==> config.mk <==
export PLATFORM = sky130hd
export DESIGN_NAME = motor_startup_speed_sequencer
export DESIGN_NICKNAME = d
export VERILOG_FILES = /design/src/rtl/motor_seq_pkg.sv /design/src/rtl/hall_tracker.sv /design/src/rtl/motor_startup_speed_sequencer.sv /design/src/rtl/speed_pwm.sv
export SDC_FILE = /design/constraint.sdc
export NUM_CORES = 1
export LEC_CHECK = 0
export BUFFER_PORTS_ARGS = -buffer_cell sky130_fd_sc_hd__buf_2
export CORE_MARGIN = 4
export CORE_UTILIZATION = 35
export CTS_BUF_LIST = sky130_fd_sc_hd__clkbuf_8
export DETAILED_ROUTE_END_ITERATION = 7
export GPL_TIMING_DRIVEN = 0
export PLACE_DENSITY = 0.48
export SLEW_MARGIN = 20
export SYNTH_ARGS = -nofsm -noshare
export SYNTH_HDL_FRONTEND = slang
export SYNTH_SLANG_ARGS = --single-unit
==> constraint.sdc <==
create_clock -name clk_in -period 11.15 [get_ports clk_in]
set_input_delay 2.7875 -clock clk_in [delete_from_list [all_inputs] [get_ports clk_in]]
set_output_delay 2.7875 -clock clk_in [all_outputs]
set_load 0.05 [all_outputs]
==> src/rtl/motor_seq_pkg.sv <==
/*
 Shared constants, state type and decode functions of the motor startup
 and speed sequencer. Assumes a 20 MHz core clock and a 7-bit speed code.
*/
package motor_seq_pkg;

  // ************************************************************
  // Clock and converter scaling
  // ************************************************************
  localparam int CLK_HZ    = 20_000_000;
  localparam int CODE_W    = 7;
  localparam int ADC_FS_MV = 10000;  // Converter full scale over 128 codes

  // Speed command band edges in millivolts
  localparam int CMD_OFF_MV  = 1000;
  localparam int CMD_CTRL_MV = 2100;
  localparam int CMD_FULL_MV = 5400;
  localparam int CMD_TEST_MV = 8100;

  // Voltage to code, rounded up
  function automatic logic [CODE_W-1:0] mv_to_code(input int mv);
    return CODE_W'((mv * (1 << CODE_W) + ADC_FS_MV - 1) / ADC_FS_MV);
  endfunction

  localparam logic [CODE_W-1:0] CODE_OFF  = mv_to_code(CMD_OFF_MV);
  localparam logic [CODE_W-1:0] CODE_CTRL = mv_to_code(CMD_CTRL_MV);
  localparam logic [CODE_W-1:0] CODE_FULL = mv_to_code(CMD_FULL_MV);
  localparam logic [CODE_W-1:0] CODE_TEST = mv_to_code(CMD_TEST_MV);
  localparam logic [CODE_W-1:0] DUTY_MAX  = 7'h7F;
  localparam int                DUTY_GAIN = 3;

  // ************************************************************
  // Timing
  // ************************************************************
  localparam int KICK_US     = 9000;
  localparam int KICK_CYC    = KICK_US * (CLK_HZ / 1_000_000);
  localparam int HALL_MIN_HZ = 1;
  localparam int FAST_CYC    = CLK_HZ / (6 * HALL_MIN_HZ);
  localparam int LOCK_MS     = 1000;
  localparam int LOCK_CYC    = LOCK_MS * (CLK_HZ / 1000);
  localparam int CHARGE_CYC  = 16;

  localparam logic [2:0] SECT_NONE = 3'h7;

  typedef enum logic [2:0] {
    ST_OFF, ST_SAMPLE, ST_WAIT, ST_CHARGE, ST_KICK, ST_RUN, ST_LOCK
  } seq_state_t;

  // Hall pattern to 60 degree sector, reverse uses inverted pattern
  function automatic logic [2:0] hall_sector(input logic [2:0] h, input logic rev);
    case (h ^ {3{rev}})
      3'h5:    return 3'h0;
      3'h4:    return 3'h1;
      3'h6:    return 3'h2;
      3'h2:    return 3'h3;
      3'h3:    return 3'h4;
      3'h1:    return 3'h5;
      default: return SECT_NONE;
    endcase
  endfunction

  // Sector that follows in the selected direction
  function automatic logic [2:0] next_sector(input logic [2:0] s);
    return (s == 3'h5) ? 3'h0 : 3'(s + 3'h1);
  endfunction

endpackage

==> src/rtl/hall_tracker.sv <==
/*
 Position sensor tracker: sector, edge timing, coasting speed, reverse
 detection, sub-sector angle and tach output. Assumes synchronous inputs.
*/
`timescale 1ns/1ns
module hall_tracker
  import motor_seq_pkg::*;
#(
  parameter int FAST_LIM = FAST_CYC,
  parameter int CW       = 23
) (
  input  wire logic       clk_in,
  input  wire logic       rst_n_in,
  input  wire logic [2:0] hall_in,
  input  wire logic       dir_in,
  input  wire logic       tach_sel_in,
  output logic      [2:0] sector_out,
  output logic      [2:0] sub_out,
  output logic            edge_out,
  output logic            reverse_out,
  output logic            fast_out,
  output logic            tach_out
);

  // ************************************************************
  // Edge timing state
  // ************************************************************
  logic [2:0]    h_q, h_d, sub_q, sub_d;
  logic [CW-1:0] cnt_q, cnt_d, per_q, per_d, tk_q, tk_d;
  logic          fast_q, fast_d, tach_q, tach_d, seen_q, seen_d;
  logic [2:0]    sect_now, sect_old;

  assign sect_now = hall_sector(hall_in, dir_in);
  assign sect_old = hall_sector(h_q, dir_in);
  assign edge_out = seen_q && (hall_in != h_q);  // No false edge from the reset pattern
  // Previous sector reached again means turning backwards
  assign reverse_out = edge_out && sect_now != SECT_NONE && sect_old != SECT_NONE
                       && next_sector(sect_now) == sect_old;

  // Next values of the timing group
  always_comb begin
    h_d    = hall_in;
    seen_d = 1'b1;
    cnt_d  = (cnt_q == {CW{1'b1}}) ? cnt_q : CW'(cnt_q + 1'b1);
    per_d  = per_q;
    tk_d   = CW'(tk_q + 1'b1);
    sub_d  = sub_q;
    fast_d = fast_q;
    tach_d = tach_q;
    if (tk_q >= (per_q >> 3) && sub_q != 3'h7) begin
      tk_d  = '0;
      sub_d = 3'(sub_q + 3'h1);
    end
    if (cnt_q >= CW'(FAST_LIM)) begin
      fast_d = 1'b0;
    end
    if (edge_out) begin
      cnt_d  = '0;
      per_d  = cnt_q;
      tk_d   = '0;
      sub_d  = '0;
      fast_d = (cnt_q < CW'(FAST_LIM)) && !reverse_out;
      // Every phase edge, or U edges only for one pulse a turn
      if (!tach_sel_in || (hall_in[2] != h_q[2])) begin  // [RL19]
        tach_d = !tach_q;
      end
    end
  end

  // Register the timing group
  always_ff @(posedge clk_in or negedge rst_n_in) begin
    if (!rst_n_in) begin
      h_q    <= '0;
      seen_q <= 1'b0;
      cnt_q  <= '1;
      per_q  <= '1;
      tk_q   <= '0;
      sub_q  <= '0;
      fast_q <= 1'b0;
      tach_q <= 1'b0;
    end else begin
      h_q    <= h_d;
      seen_q <= seen_d;
      cnt_q  <= cnt_d;
      per_q  <= per_d;
      tk_q   <= tk_d;
      sub_q  <= sub_d;
      fast_q <= fast_d;
      tach_q <= tach_d;
    end
  end

  assign sector_out = sect_now;
  assign sub_out    = sub_q;
  assign fast_out   = fast_q;
  assign tach_out   = tach_q;
endmodule

==> src/rtl/motor_startup_speed_sequencer.sv <==
/*
 Startup and speed sequencer of a three-phase motor driver: strap capture,
 speed bands, bootstrap charging, trapezoidal and sine drive, lock and
 test mode. Assumes supply_good_in is the logic supply turn-on indication
 and speed_code_in is the converted speed command, both synchronous.
*/
`timescale 1ns/1ns

// Function
// RL1 - Start only after logic supply is good
// RL2 - Latch three straps once at startup
// RL3 - Wait for controllable speed command before driving
// RL4 - Below lowest band all drives off
// RL5 - Charging band pulses low sides each cycle
// RL6 - No charging while motor coasts fast
// RL7 - Sudden jump: charge fixed time first
// RL8 - Control band duty follows speed command
// RL9 - Duty from 7-bit code, monotonic
// RL10 - At upper limit full duty
// RL11 - Slow position signal: trapezoidal drive
// RL12 - Fast position signal: sine drive
// RL13 - Reverse rotation drops to trapezoidal immediately
// RL14 - Controller raises command last, lowers first
// RL15 - Controller applies main supply before lock time
// RL16 - No position change too long: lock
// RL17 - Test: full high side, no thermal, zero advance; in sine drive the high side still follows the PWM
// RL18 - Test entry: high command, mid direction level
// RL19 - Tach three pulses or one per turn
// RL20 - Band thresholds as code comparisons
module motor_startup_speed_sequencer
  import motor_seq_pkg::*;
#(
  parameter int KICK_LEN = KICK_CYC,
  parameter int LOCK_LEN = LOCK_CYC,
  parameter int FAST_LEN = FAST_CYC
) (
  input  wire logic              clk_in,
  input  wire logic              rst_n_in,
  input  wire logic              supply_good_in,
  input  wire logic [CODE_W-1:0] speed_code_in,
  input  wire logic [2:0]        position_sense_in,
  input  wire logic              lock_protect_select_in,
  input  wire logic              direction_select_in,
  input  wire logic              dir_test_level_in,
  input  wire logic              tach_pulse_select_in,
  output logic      [2:0]        high_side_out,
  output logic      [2:0]        low_side_out,
  output logic                   tach_output_out,
  output logic                   lock_fault_out,
  output logic                   sine_mode_out,
  output logic                   test_mode_out,
  output logic                   thermal_shutdown_en_out,
  output logic                   advance_zero_out,
  output logic                   lock_protect_en_out,
  output logic                   reverse_dir_out
);

  // ************************************************************
  // Helper functions
  // ************************************************************

  // Duty from speed code, rises with the code
  function automatic logic [CODE_W-1:0] duty_of(input logic [CODE_W-1:0] c);
    logic [CODE_W+2:0] t;
    t = '0;
    if (c < CODE_CTRL) begin
      return '0;
    end else if (c >= CODE_FULL) begin
      return DUTY_MAX;  // [RL10]
    end
    t = (CODE_W+3)'(c - CODE_CTRL) * (CODE_W+3)'(DUTY_GAIN);  // [RL9]
    return (t > (CODE_W+3)'(DUTY_MAX)) ? DUTY_MAX : t[CODE_W-1:0];
  endfunction

  // Sine level at 7.5 degree steps, centred on mid duty
  function automatic logic [6:0] sine_of(input logic [5:0] a);
    logic [4:0] k;
    logic [5:0] v;
    k = (a >= 6'd24) ? 5'(a - 6'd24) : a[4:0];
    if (k > 5'd12) begin
      k = 5'(5'd24 - k);
    end
    case (k)
      5'd0:    v = 6'h00;
      5'd1:    v = 6'h08;
      5'd2:    v = 6'h10;
      5'd3:    v = 6'h18;
      5'd4:    v = 6'h20;
      5'd5:    v = 6'h26;
      5'd6:    v = 6'h2D;
      5'd7:    v = 6'h32;
      5'd8:    v = 6'h37;
      5'd9:    v = 6'h3A;
      5'd10:   v = 6'h3D;
      5'd11:   v = 6'h3E;
      default: v = 6'h3F;
    endcase
    return (a >= 6'd24) ? 7'(7'h40 - v) : 7'(7'h40 + v);
  endfunction

  // Angle shifted by s steps (16 or 32, a third or two thirds of a turn), modulo 48 steps
  function automatic logic [5:0] shift_angle(input logic [5:0] a, input logic [5:0] s);
    logic [6:0] t;
    t = 7'(a) + 7'(s);
    return (t >= 7'd48) ? 6'(t - 7'd48) : t[5:0];
  endfunction

  // Scale the speed duty by a sine level
  function automatic logic [6:0] scale(input logic [6:0] d, input logic [6:0] s);
    logic [13:0] p;
    p = 14'(d) * 14'(s);
    return p[13:7];
  endfunction

  // Trapezoidal masks {high, low} per sector, bit 0 is phase U
  function automatic logic [5:0] trap_masks(input logic [2:0] s);
    case (s)
      3'h0:    return 6'h11;
      3'h1:    return 6'h21;
      3'h2:    return 6'h22;
      3'h3:    return 6'h0A;
      3'h4:    return 6'h0C;
      3'h5:    return 6'h14;
      default: return 6'h00;
    endcase
  endfunction

  // ************************************************************
  // Sub-blocks
  // ************************************************************
  logic [2:0]        sector, sub, pwm;
  logic [CODE_W-1:0] pwm_cnt;
  logic              hall_edge, reverse, fast;
  logic [CODE_W-1:0] duty_a, duty_b, duty_c;
  logic              dir_q, dir_d, tsel_q, tsel_d;

  hall_tracker #(
    .FAST_LIM (FAST_LEN)
  ) u_hall (
    .clk_in      (clk_in),
    .rst_n_in    (rst_n_in),
    .hall_in     (position_sense_in),
    .dir_in      (dir_q),
    .tach_sel_in (tsel_q),
    .sector_out  (sector),
    .sub_out     (sub),
    .edge_out    (hall_edge),
    .reverse_out (reverse),
    .fast_out    (fast),
    .tach_out    (tach_output_out)
  );

  speed_pwm #(
    .W (CODE_W)
  ) u_pwm (
    .clk_in    (clk_in),
    .rst_n_in  (rst_n_in),
    .duty_a_in (duty_a),
    .duty_b_in (duty_b),
    .duty_c_in (duty_c),
    .pwm_out   (pwm),
    .count_out (pwm_cnt)
  );

  // ************************************************************
  // Sequencer state
  // ************************************************************
  localparam int KW = $clog2(KICK_LEN + 1);
  localparam int LW = $clog2(LOCK_LEN + 1);

  seq_state_t        state_q, state_d;
  logic [KW-1:0]     kick_q, kick_d;
  logic [LW-1:0]     lcnt_q, lcnt_d;
  logic              lock_en_q, lock_en_d;
  logic              test_q, test_d, hot_en_q, hot_en_d;
  logic              sine_q, sine_d, revf_q, revf_d;
  logic [CODE_W-1:0] duty_q, duty_d;
  logic              in_charge_band;

  assign in_charge_band = speed_code_in >= CODE_OFF && speed_code_in < CODE_CTRL;  // [RL20]

  // Next state, strap capture and timers
  always_comb begin
    state_d   = state_q;
    kick_d    = kick_q;
    lcnt_d    = '0;
    lock_en_d = lock_en_q;
    dir_d     = dir_q;
    tsel_d    = tsel_q;
    test_d    = test_q;
    hot_en_d  = hot_en_q;
    case (state_q)
      ST_OFF: begin
        if (supply_good_in) begin  // [RL1]
          state_d = ST_SAMPLE;
        end
      end
      ST_SAMPLE: begin
        lock_en_d = !lock_protect_select_in;  // [RL2]
        dir_d     = direction_select_in;
        tsel_d    = tach_pulse_select_in;
        test_d    = speed_code_in >= CODE_TEST && dir_test_level_in;  // [RL18]
        hot_en_d  = !(speed_code_in >= CODE_TEST && dir_test_level_in);  // [RL17]
        state_d   = ST_WAIT;
      end
      ST_WAIT: begin
        if (speed_code_in >= CODE_CTRL) begin  // [RL3] [RL7]
          state_d = ST_KICK;
          kick_d  = '0;
        end else if (in_charge_band && !fast) begin  // [RL5] [RL6]
          state_d = ST_CHARGE;
        end
      end
      ST_CHARGE: begin
        if (speed_code_in < CODE_OFF || fast) begin  // [RL4] [RL6]
          state_d = ST_WAIT;
        end else if (speed_code_in >= CODE_CTRL) begin
          state_d = ST_RUN;
        end
      end
      ST_KICK: begin
        if (kick_q == KW'(KICK_LEN - 1)) begin  // [RL7]
          state_d = ST_RUN;
        end else begin
          kick_d = KW'(kick_q + 1'b1);
        end
      end
      ST_RUN: begin
        lcnt_d = hall_edge ? '0 : LW'(lcnt_q + 1'b1);
        if (speed_code_in < CODE_CTRL) begin
          state_d = ST_WAIT;
        end else if (lock_en_q && lcnt_q == LW'(LOCK_LEN - 1)) begin  // [RL16]
          state_d = ST_LOCK;
        end
      end
      ST_LOCK: begin
        if (speed_code_in < CODE_OFF) begin
          state_d = ST_WAIT;
        end
      end
      default: state_d = ST_OFF;
    endcase
    if (!supply_good_in) begin  // [RL1]
      state_d = ST_OFF;
    end
  end

  // Register sequencer state
  always_ff @(posedge clk_in or negedge rst_n_in) begin
    if (!rst_n_in) begin
      state_q   <= ST_OFF;
      kick_q    <= '0;
      lcnt_q    <= '0;
      lock_en_q <= 1'b0;
      dir_q     <= 1'b0;
      tsel_q    <= 1'b0;
      test_q    <= 1'b0;
      hot_en_q  <= 1'b1;
    end else begin
      state_q   <= state_d;
      kick_q    <= kick_d;
      lcnt_q    <= lcnt_d;
      lock_en_q <= lock_en_d;
      dir_q     <= dir_d;
      tsel_q    <= tsel_d;
      test_q    <= test_d;
      hot_en_q  <= hot_en_d;
    end
  end

  // ************************************************************
  // Drive mode and duty
  // ************************************************************
  logic [5:0] ang_u;

  assign ang_u  = 6'(sector * 4'd8) + 6'(sub);
  assign duty_a = sine_q ? scale(duty_q, sine_of(ang_u)) : duty_q;
  assign duty_b = sine_q ? scale(duty_q, sine_of(shift_angle(ang_u, 6'd32))) : duty_q;
  assign duty_c = sine_q ? scale(duty_q, sine_of(shift_angle(ang_u, 6'd16))) : duty_q;

  // Sine only after a fast edge, dropped at once on reverse
  always_comb begin
    duty_d = duty_of(speed_code_in);  // [RL8] [RL9]
    revf_d = reverse;
    sine_d = state_q == ST_RUN && fast && !reverse && sector != SECT_NONE
             && (sine_q || hall_edge);  // [RL11] [RL12] [RL13]
  end

  // Register mode and duty
  always_ff @(posedge clk_in or negedge rst_n_in) begin
    if (!rst_n_in) begin
      duty_q <= '0;
      sine_q <= 1'b0;
      revf_q <= 1'b0;
    end else begin
      duty_q <= duty_d;
      sine_q <= sine_d;
      revf_q <= revf_d;
    end
  end

  // ************************************************************
  // Gate drive outputs
  // ************************************************************
  logic [2:0] hs_q, hs_d, ls_q, ls_d;
  logic       lockf_q, lockf_d;
  logic [5:0] tm;

  assign tm = trap_masks(sector);

  // Gate pattern per state and drive mode
  always_comb begin
    hs_d    = '0;
    ls_d    = '0;
    lockf_d = state_q == ST_LOCK;  // [RL16]
    case (state_q)
      ST_CHARGE, ST_KICK: begin
        ls_d = {3{pwm_cnt < CODE_W'(CHARGE_CYC)}};  // [RL5] [RL7]
      end
      ST_RUN: begin
        if (sine_q) begin
          hs_d = pwm;  // [RL12]
          ls_d = ~pwm;
        end else begin
          hs_d = tm[5:3] & (test_q ? 3'h7 : pwm);  // [RL11] [RL17]
          ls_d = tm[2:0];
        end
      end
      default: begin
        hs_d = '0;  // [RL4]
        ls_d = '0;
      end
    endcase
  end

  // Register gate outputs
  always_ff @(posedge clk_in or negedge rst_n_in) begin
    if (!rst_n_in) begin
      hs_q    <= '0;
      ls_q    <= '0;
      lockf_q <= 1'b0;
    end else begin
      hs_q    <= hs_d;
      ls_q    <= ls_d;
      lockf_q <= lockf_d;
    end
  end

  assign high_side_out           = hs_q;
  assign low_side_out            = ls_q;
  assign lock_fault_out          = lockf_q;
  assign sine_mode_out           = sine_q;
  assign test_mode_out           = test_q;
  assign thermal_shutdown_en_out = hot_en_q;
  assign advance_zero_out        = test_q;
  assign lock_protect_en_out     = lock_en_q;
  assign reverse_dir_out         = revf_q;
endmodule

==> src/rtl/speed_pwm.sv <==
/*
 Three-channel PWM carrier. Assumes duties are held steady by the caller;
 a duty of all ones drives the channel on for the whole period.
*/
`timescale 1ns/1ns
module speed_pwm #(
  parameter int W = 7
) (
  input  wire logic         clk_in,
  input  wire logic         rst_n_in,
  input  wire logic [W-1:0] duty_a_in,
  input  wire logic [W-1:0] duty_b_in,
  input  wire logic [W-1:0] duty_c_in,
  output logic      [2:0]   pwm_out,
  output logic      [W-1:0] count_out
);

  // ************************************************************
  // Carrier counter, 0 to 2^W-2
  // ************************************************************
  logic [W-1:0] cnt_q;
  logic [W-1:0] cnt_d;

  // Next count, wraps one short of all ones
  always_comb begin
    cnt_d = (cnt_q == {{(W-1){1'b1}}, 1'b0}) ? '0 : W'(cnt_q + 1'b1);
  end

  // Register the count
  always_ff @(posedge clk_in or negedge rst_n_in) begin
    if (!rst_n_in) begin
      cnt_q <= '0;
    end else begin
      cnt_q <= cnt_d;
    end
  end

  // Compare each channel against the carrier
  assign pwm_out   = {cnt_q < duty_c_in, cnt_q < duty_b_in, cnt_q < duty_a_in};
  assign count_out = cnt_q;

endmodule
Word level (Yosys, flattened, before mapping):

Memory sizes are Yosys's and may differ from the RTL's.
Index checks and enable logic that the tools add are counted.

* bits in registers: 152
* bits in latches: 0
* memory bits (writable): 0
* ROM bits: 288
* input port bits: 17
* output and inout port bits: 14
* word-level logic and storage cells: 210
* memories kept: 3

Memories
* (no name shown): words 16, bits a word 6, rd ports 1, clocked after memory_dff 0, wr ports 0, line motor_startup_speed_sequencer.sv:83 `case (k)`
* (no name shown): words 16, bits a word 6, rd ports 1, clocked after memory_dff 0, wr ports 0, line motor_startup_speed_sequencer.sv:83
* (no name shown): words 16, bits a word 6, rd ports 1, clocked after memory_dff 0, wr ports 0, line motor_startup_speed_sequencer.sv:83

* $add $sub $neg: 25
* $mul: 4
* divide/modulo/power cells: 0
* $lt $le $gt $ge: 22
* equality and inequality tests: 41
* shifts and indexed selects: 0
* muxes and demuxes: 56
* bitwise logic cells: 4
* reductions and logical operators: 32

Operators by type and width (number)
* 23-bit 2-to-1 mux: 4
* 7-bit 2-to-1 mux: 11
* 25-bit 2-to-1 mux: 2
* 3-bit 2-to-1 mux: 16
* 23-bit by 1-bit adder with 23-bit output, second input constant: 2
* 7-bit by 7-bit multiplier with 14-bit output: 3
* 18-bit 2-to-1 mux: 2
* 18-bit one-hot mux with 2 select lines: 1
* 3-bit one-hot mux with 6 select lines: 2
* 6-bit one-hot mux with 6 select lines: 1
* 3-bit == test, second input constant: 11
* 5-bit 2-to-1 mux: 6
* 6-bit 2-to-1 mux: 5
* 25-bit by 1-bit adder with 25-bit output, second input constant: 1
* 25-bit == test, second input constant: 1
* 3-bit by 2-bit == test with 1-bit output, second input constant: 8
* 23-bit == test, second input constant: 1
* 23-bit by 20-bit >= comparator with 1-bit output: 1
* 23-bit by 22-bit >= comparator with 1-bit output, second input constant: 1
* 23-bit by 22-bit less-than comparator with 1-bit output, second input constant: 1
* 7-bit by 6-bit adder with 7-bit output, first input constant: 3
* 7-bit less-than comparator: 3
* 3-bit one-hot mux with 7 select lines: 1
* 7-bit by 6-bit subtractor with 7-bit output, first input constant: 3
* other kinds (44): 94

Longest topological paths before layout:

An unclocked memory read counts as a cell.

* depth after elaboration: 22
* depth in mapped cells: 45
* depth with buffers taken out: 42

Modules after synthesis:

A second synthesis with hierarchy kept.

* cells, all modules: 1712
* area, all modules: 14766.7 µm²

By module, submodules not included
* motor_startup_speed_sequencer: instances 1, cells an instance 1163, area each 9731.8 µm², sequential area each 1677.9 µm²
* hall_tracker: instances 1, cells an instance 457, area each 4265.3 µm², sequential area each 1930.6 µm²
* speed_pwm: instances 1, cells an instance 92, area each 769.5 µm², sequential area each 175.2 µm²

Worst setup path before layout:

No wires, ideal clock.

* path kind: input-to-reg
* start point: input port position_sense_in[0]
* end point: register ls_q[0] (netlist: low_side_out[0])
* library setup time: 0.120 ns
* arrival time: 10.986 ns
* required time: 11.030 ns
* slack: 0.043 ns
* stages: 41
* path buffers: 4
* path through: buf_4 -> buf_4 -> nor2_1 -> a222oi_1 -> buf_2 -> ha_1 -> mux2i_1 -> nand2_1 -> and3_1 -> buf_2 -> a21oi_1 -> mux2_2 -> ha_1 -> nor2_1 -> o21a_1 -> and3_1 -> a31oi_1 -> xor2_1 -> [... 5 more ...] -> inv_1 -> fa_1 -> inv_1 -> ha_1 -> a21oi_1 -> nand2_1 -> nor2_1 -> a21oi_1 -> a21oi_1 -> xnor2_1 -> a21oi_1 -> ha_1 -> a21oi_1 -> and3b_1 -> and3_1 -> o31ai_1 -> a21o_1 -> a31o_2

* longest elaborated chain between the ends: 18
* elaborated cells on any way between the ends: 33
* those cells by class: add/sub: 5; mul: 1; order compare: 3; eq/ne: 11; mux: 9; bitwise: 2; reduce/logical: 1; memory: 1

Ends and longest elaborated chain
* start, declared: line motor_startup_speed_sequencer.sv:41 `input wire logic [2:0] position_sense_in,`
* 3-bit bitwise XOR *: line motor_seq_pkg.sv:51 `case (h ^ {3{rev}})`
* 3-bit by 1-bit == test with 1-bit output (tied with other cells): line motor_seq_pkg.sv:51
* 3-bit one-hot mux with 6 select lines *: line motor_seq_pkg.sv:51
* 6-bit by 3-bit adder with 6-bit output: line motor_startup_speed_sequencer.sv:276 `assign ang_u = 6'(sector * 4'd8) + 6'(sub);`
* 5-bit subtractor / 6-bit by 5-bit >= comparator with 1-bit output (equally long branches): line motor_startup_speed_sequencer.sv:79, motor_startup_speed_sequencer.sv:98
* 5-bit 2-to-1 mux: line motor_startup_speed_sequencer.sv:79 `k = (a >= 6'd24) ? 5'(a - 6'd24) : a[4:0];`
* 5-bit subtractor / 5-bit by 4-bit > comparator with 1-bit output (equally long branches): line motor_startup_speed_sequencer.sv:81, motor_startup_speed_sequencer.sv:80
* 5-bit 2-to-1 mux: line motor_startup_speed_sequencer.sv:80 `if (k > 5'd12) begin`
* [... 3 more ...]
* 7-bit 2-to-1 mux: line motor_startup_speed_sequencer.sv:98 `return (a >= 6'd24) ? 7'(7'h40 - v) : 7'(7'h40 + v);`
* 7-bit by 7-bit multiplier with 14-bit output: line motor_startup_speed_sequencer.sv:111 `p = 14'(d) * 14'(s);`
* 7-bit 2-to-1 mux: line motor_startup_speed_sequencer.sv:277 `assign duty_a = sine_q ? scale(duty_q, sine_of(ang_u)) : duty_q;`
* 7-bit less-than comparator: line speed_pwm.sv:39 `assign pwm_out = {cnt_q < duty_c_in, cnt_q < duty_b_in, cnt_q < duty_a_in};`
* 3-bit inverter: line motor_startup_speed_sequencer.sv:323 `ls_d = ~pwm;`
* 3-bit 2-to-1 mux *: line motor_startup_speed_sequencer.sv:321 `if (sine_q) begin`
* 3-bit one-hot mux with 2 select lines *: line motor_startup_speed_sequencer.sv:316 `case (state_q)`
* via ls_d[0]: line motor_startup_speed_sequencer.sv:305 `logic [2:0] hs_q, hs_d, ls_q, ls_d;`
* end signal, assigned: line motor_startup_speed_sequencer.sv:344 `ls_q <= ls_d;`
* end, declared: line motor_startup_speed_sequencer.sv:305

The timed path passes the listed nets; every way through them passes the cells marked *.
A chain may end at the register's enable or synchronous reset.

Worst setup path in the final report:

* start point: input port position_sense_in[1]
* end point: register ls_q[1] (netlist: low_side_out[1])

* longest elaborated chain between the ends: 21
* elaborated cells on any way between the ends: 37
* those cells by class: add/sub: 7; mul: 1; order compare: 4; eq/ne: 11; mux: 10; bitwise: 2; reduce/logical: 1; memory: 1

Ends and longest elaborated chain
* 3-bit bitwise XOR *: line motor_seq_pkg.sv:51
* 3-bit by 1-bit == test with 1-bit output (tied with other cells): line motor_seq_pkg.sv:51
* 3-bit one-hot mux with 6 select lines *: line motor_seq_pkg.sv:51
* 6-bit by 3-bit adder with 6-bit output: line motor_startup_speed_sequencer.sv:276
* 6-bit by 6-bit adder with 7-bit output: line motor_startup_speed_sequencer.sv:104 `t = 7'(a) + 7'(s);`
* 6-bit subtractor / 7-bit by 6-bit >= comparator with 1-bit output (equally long branches): line motor_startup_speed_sequencer.sv:105 `return (t >= 7'd48) ? 6'(t - 7'd48) : t[5:0];`
* 6-bit 2-to-1 mux: line motor_startup_speed_sequencer.sv:105
* 5-bit subtractor / 6-bit by 5-bit >= comparator with 1-bit output (equally long branches): line motor_startup_speed_sequencer.sv:79, motor_startup_speed_sequencer.sv:98
* [... 6 more ...]
* 7-bit 2-to-1 mux: line motor_startup_speed_sequencer.sv:98
* 7-bit by 7-bit multiplier with 14-bit output: line motor_startup_speed_sequencer.sv:111
* 7-bit 2-to-1 mux: line motor_startup_speed_sequencer.sv:278 `assign duty_b = sine_q ? scale(duty_q, sine_of(shift_angle(ang_u, 6'd32))) : duty_q;`
* 7-bit less-than comparator: line speed_pwm.sv:39
* 3-bit inverter: line motor_startup_speed_sequencer.sv:323
* 3-bit 2-to-1 mux *: line motor_startup_speed_sequencer.sv:321
* 3-bit one-hot mux with 2 select lines *: line motor_startup_speed_sequencer.sv:316
* via ls_d[1]: line motor_startup_speed_sequencer.sv:305

Marks and branches as above.

==> flow_summary_export.csv <==
group,metric,value,unit
sta,fin_ws,0.175,ns
global_route,grt_max_degree,87,
synth,synthTopCellsByCount,"173 x nand2_1, 168 x ha_1, 162 x nor2_1, 119 x inv_1, 105 x dfrtp_1",
sta,clock.fmax,91.1,MHz
sta,finClkSkew,0.0153,ns
routing,antenna_left,0,
critical_path,path_delay_family,"adder cells",
critical_path,cpPeakStageDelay,0.55,ns
synth,synth_area_leader_cell,"dfrtp_1",
clocking,cts_inserted_buffers,17,
synth,yosysWarnings,0,
global_route,grt_antenna_before_repair,0,
placement,gp_congestion,0.792,
finish,num-nets-final,2053,
synth,yosysMostFrequentCell,"nand2_1",
global_route,grt_pass1_wl,64.3,mm
clocking,clk_latency,0.50,ns
flow_run,maxCapViolCount,0,
finish,utilization,41.6,%
synth,syn_area_per_cell,8.68,um2
finish,area_growth,16.4,%
finish,fin_cells,2344,
clocking,cts_tree,"done",
synth,synth_nets,1947,
clocking,htreeDepth,4,
critical_path,worstPathArrival,11.34,ns
critical_path,cp-start-kind,"input port",
clocking,path_clk_slew,0.09,ns
sta,setup_viol,0,
floorplan,dieHeight,213,um
hold_path,worstHoldPathType,"flop to flop",
floorplan,die_width,213,um
clocking,cts_buffer_depth,2,
routing,routed_via_density,5.19,
sta,whs,0.469,ns
placement,dp_hpwl,29.8,mm
routing,drc,0,
global_route,grt-ovfl-total,0,
critical_path,cp_common_cell,"fa_1",
global_route,grt_util_all_layers,17.7,%
placement,dp_slack,-1.63,ns
sta,hold_violations,0,
critical_path,cp_num_buf_inv,8,
clocking,root_buffer,"clkbuf_8",
outcome,status,"finished clean",
synth,synth-main-ff-cell,"dfrtp_1",
clocking,cts.sinks,149,
finish,fillCellCount,4182,
global_route,grt_pass1_vias,12066,
synth,synthCells,1692,
routing,drt-initial-drc-count,743,
finish,regArea,3780,um2
floorplan,initial_utilization,35.7,%
floorplan,die-area,45300,um2
floorplan,core,41100,um2
critical_path,worst_path_max_delay_cell,"fa_1",
placement,place.port_buffers,27,
sta,period_share,98.4,%
sta,worstMarginPinSlew,1.06,ns
sta,min_period,10.97,ns
critical_path,critPathMaxFanout,7,
sta,maxSlewHeadroom,28.8,%
routing,wire_per_inst,16.8,um
routing,vias,12163,
synth,synth_area_leaders,"dfrtp_1 18%, ha_1 14%, fa_1 9.5%",
finish,multi_input_area,10800,um2
synth,synth_top_area_share,17.9,%
routing,drt-pass1-iter-count,5,
routing,drt_wl_total,39.4,mm
synth,synth_edf_count,0,
floorplan,num_io_pins,31,
critical_path,endpoint_kind,"flop",
synth,yosysSeqAreaShare,25.8,%
critical_path,setup.worst_path.class,"input port to flop",
floorplan,core.rowCount,74,
placement,dp_cells,2252,
sta,drv_slew,0,
synth,synth_area,14700,um2
synth,synth-seq-cells,149,
critical_path,crit_required,11.51,ns
synth,synth_async_sr_flop_share,100,%
synth,synth_cell_type_count,93,
finish,drive_above_1_share,16.7,%
[worst paths after layout]
check	to	startpoint	slack, ns	cells after the start
worst max-delay path	low_side_out[1]	position_sense_in[1]	0.18	39
worst min-delay path	thermal_shutdown_en_out	thermal_shutdown_en_out	0.47	2
worst max register to register	low_side_out[2]	u_hall.sub_out[0]	1.43	37
worst min register to register	thermal_shutdown_en_out	thermal_shutdown_en_out	0.47	2
max in group asynchronous	u_hall.per_q[6]	rst_n_in	8.14	2
min in group asynchronous	u_hall.tk_q[8]	rst_n_in	2.20	1
[cells in the final DEF, fill, tap and decap left out, types with 6 or more instances in the layout]
cell and instances:
a21o_1 21, a21oi_1 72, a21oi_2 12, a31oi_1 15, a31oi_4 7, and2_1 76
and3_1 19, buf_2 25, buf_4 63, clkbuf_1 45, clkbuf_8 17, dfrtp_1 105
dfstp_2 44, fa_1 70, ha_1 155, ha_4 10, inv_1 115, nand2_1 169
nand2b_1 23, nand3_1 60, nand3b_1 9, nand4_1 28, nor2_1 158, nor2b_1 36
nor3_1 23, nor3b_1 6, nor4_1 8, o211ai_1 8, o21a_1 9, o21ai_0 78
o21ai_1 9, o31ai_1 6, or2_2 7, or3_1 15, xnor2_1 51, xnor2_2 11
xor2_1 60
[registers in the layout, indices dropped and copies added, names as in the netlist, 3 cells and up]
signal / flops
low_side_out: 3
u_hall.cnt_q: 23
u_hall.tk_q: 23
state_q: 3
u_pwm.count_out: 7
lcnt_q: 25
duty_q: 7
high_side_out: 3
u_hall.per_q: 20
u_hall.h_q: 3
kick_q: 18
u_hall.sub_out: 3
[worst reg2reg max path, delay by kind of cell, from the launching register on]
family | cells | cell delay (ns)
AO/OA/AOI/OAI | 15 | 2.80
buffers and inverters | 6 | 1.16
XOR/XNOR | 2 | 0.43
adder cells (fa/ha/maj) | 8 | 3.33
flip-flops | 1 | 0.73
multiplexers | 1 | 0.26
AND/OR/NAND/NOR | 5 | 0.86
[repair_timing]
| action | in CTS | in global routing |
|---|---|---|
| setup endpoints to repair | 6 | 6 |
| gates resized for setup | 50 | 83 |
| setup buffers | 24 | 37 |
| hold buffers | 0 | 0 |
| pin swaps | 24 | 61 |
| gates cloned | 0 | 0 |
[kinds of logic (layout without fill, tap and decap cells)]
kind of cell    count (synthesis)  in the layout  synth area share (%)
buf+inv                       182            301                  4.92
flops                         149            149                  25.8
other cells                     1              2                0.0255
fa+ha+maj                     238            238                  23.9
mux                            12             12                 0.878
xor+xnor                      125            125                  7.66
simple gates                  675            675                  22.8
compound gates                310            310                  14.1
[area by class of cell]
class	instances	area share (%)
multi-input combinational	1361	63.4
sequential	149	22.1
tap	532	3.89
timing repair buffer	89	3.74
inverter	120	2.64
buffer	60	1.76
clock buffer	17	1.37
clock inverter	15	1.09
antenna	1	0.0146
[layer usage]
layer	track usage, %	part of all wire, %
met5	0	0
met4	3.62	0.86
met3	3.16	4.1
met2	27.6	45
met1	25.8	50
[metrics by stage]
stage	area [um2]	TNS (ns)
finish	17100	0
global route	17100	-0.271
CTS	16400	-0.00753
detailed placement	15500	-8.80
global placement	15500	-8.44
floorplan	14700	0
Power is left out: the tool's default activity adds up to more than one toggle a clock period on the data nets, which glitch-free logic cannot reach.
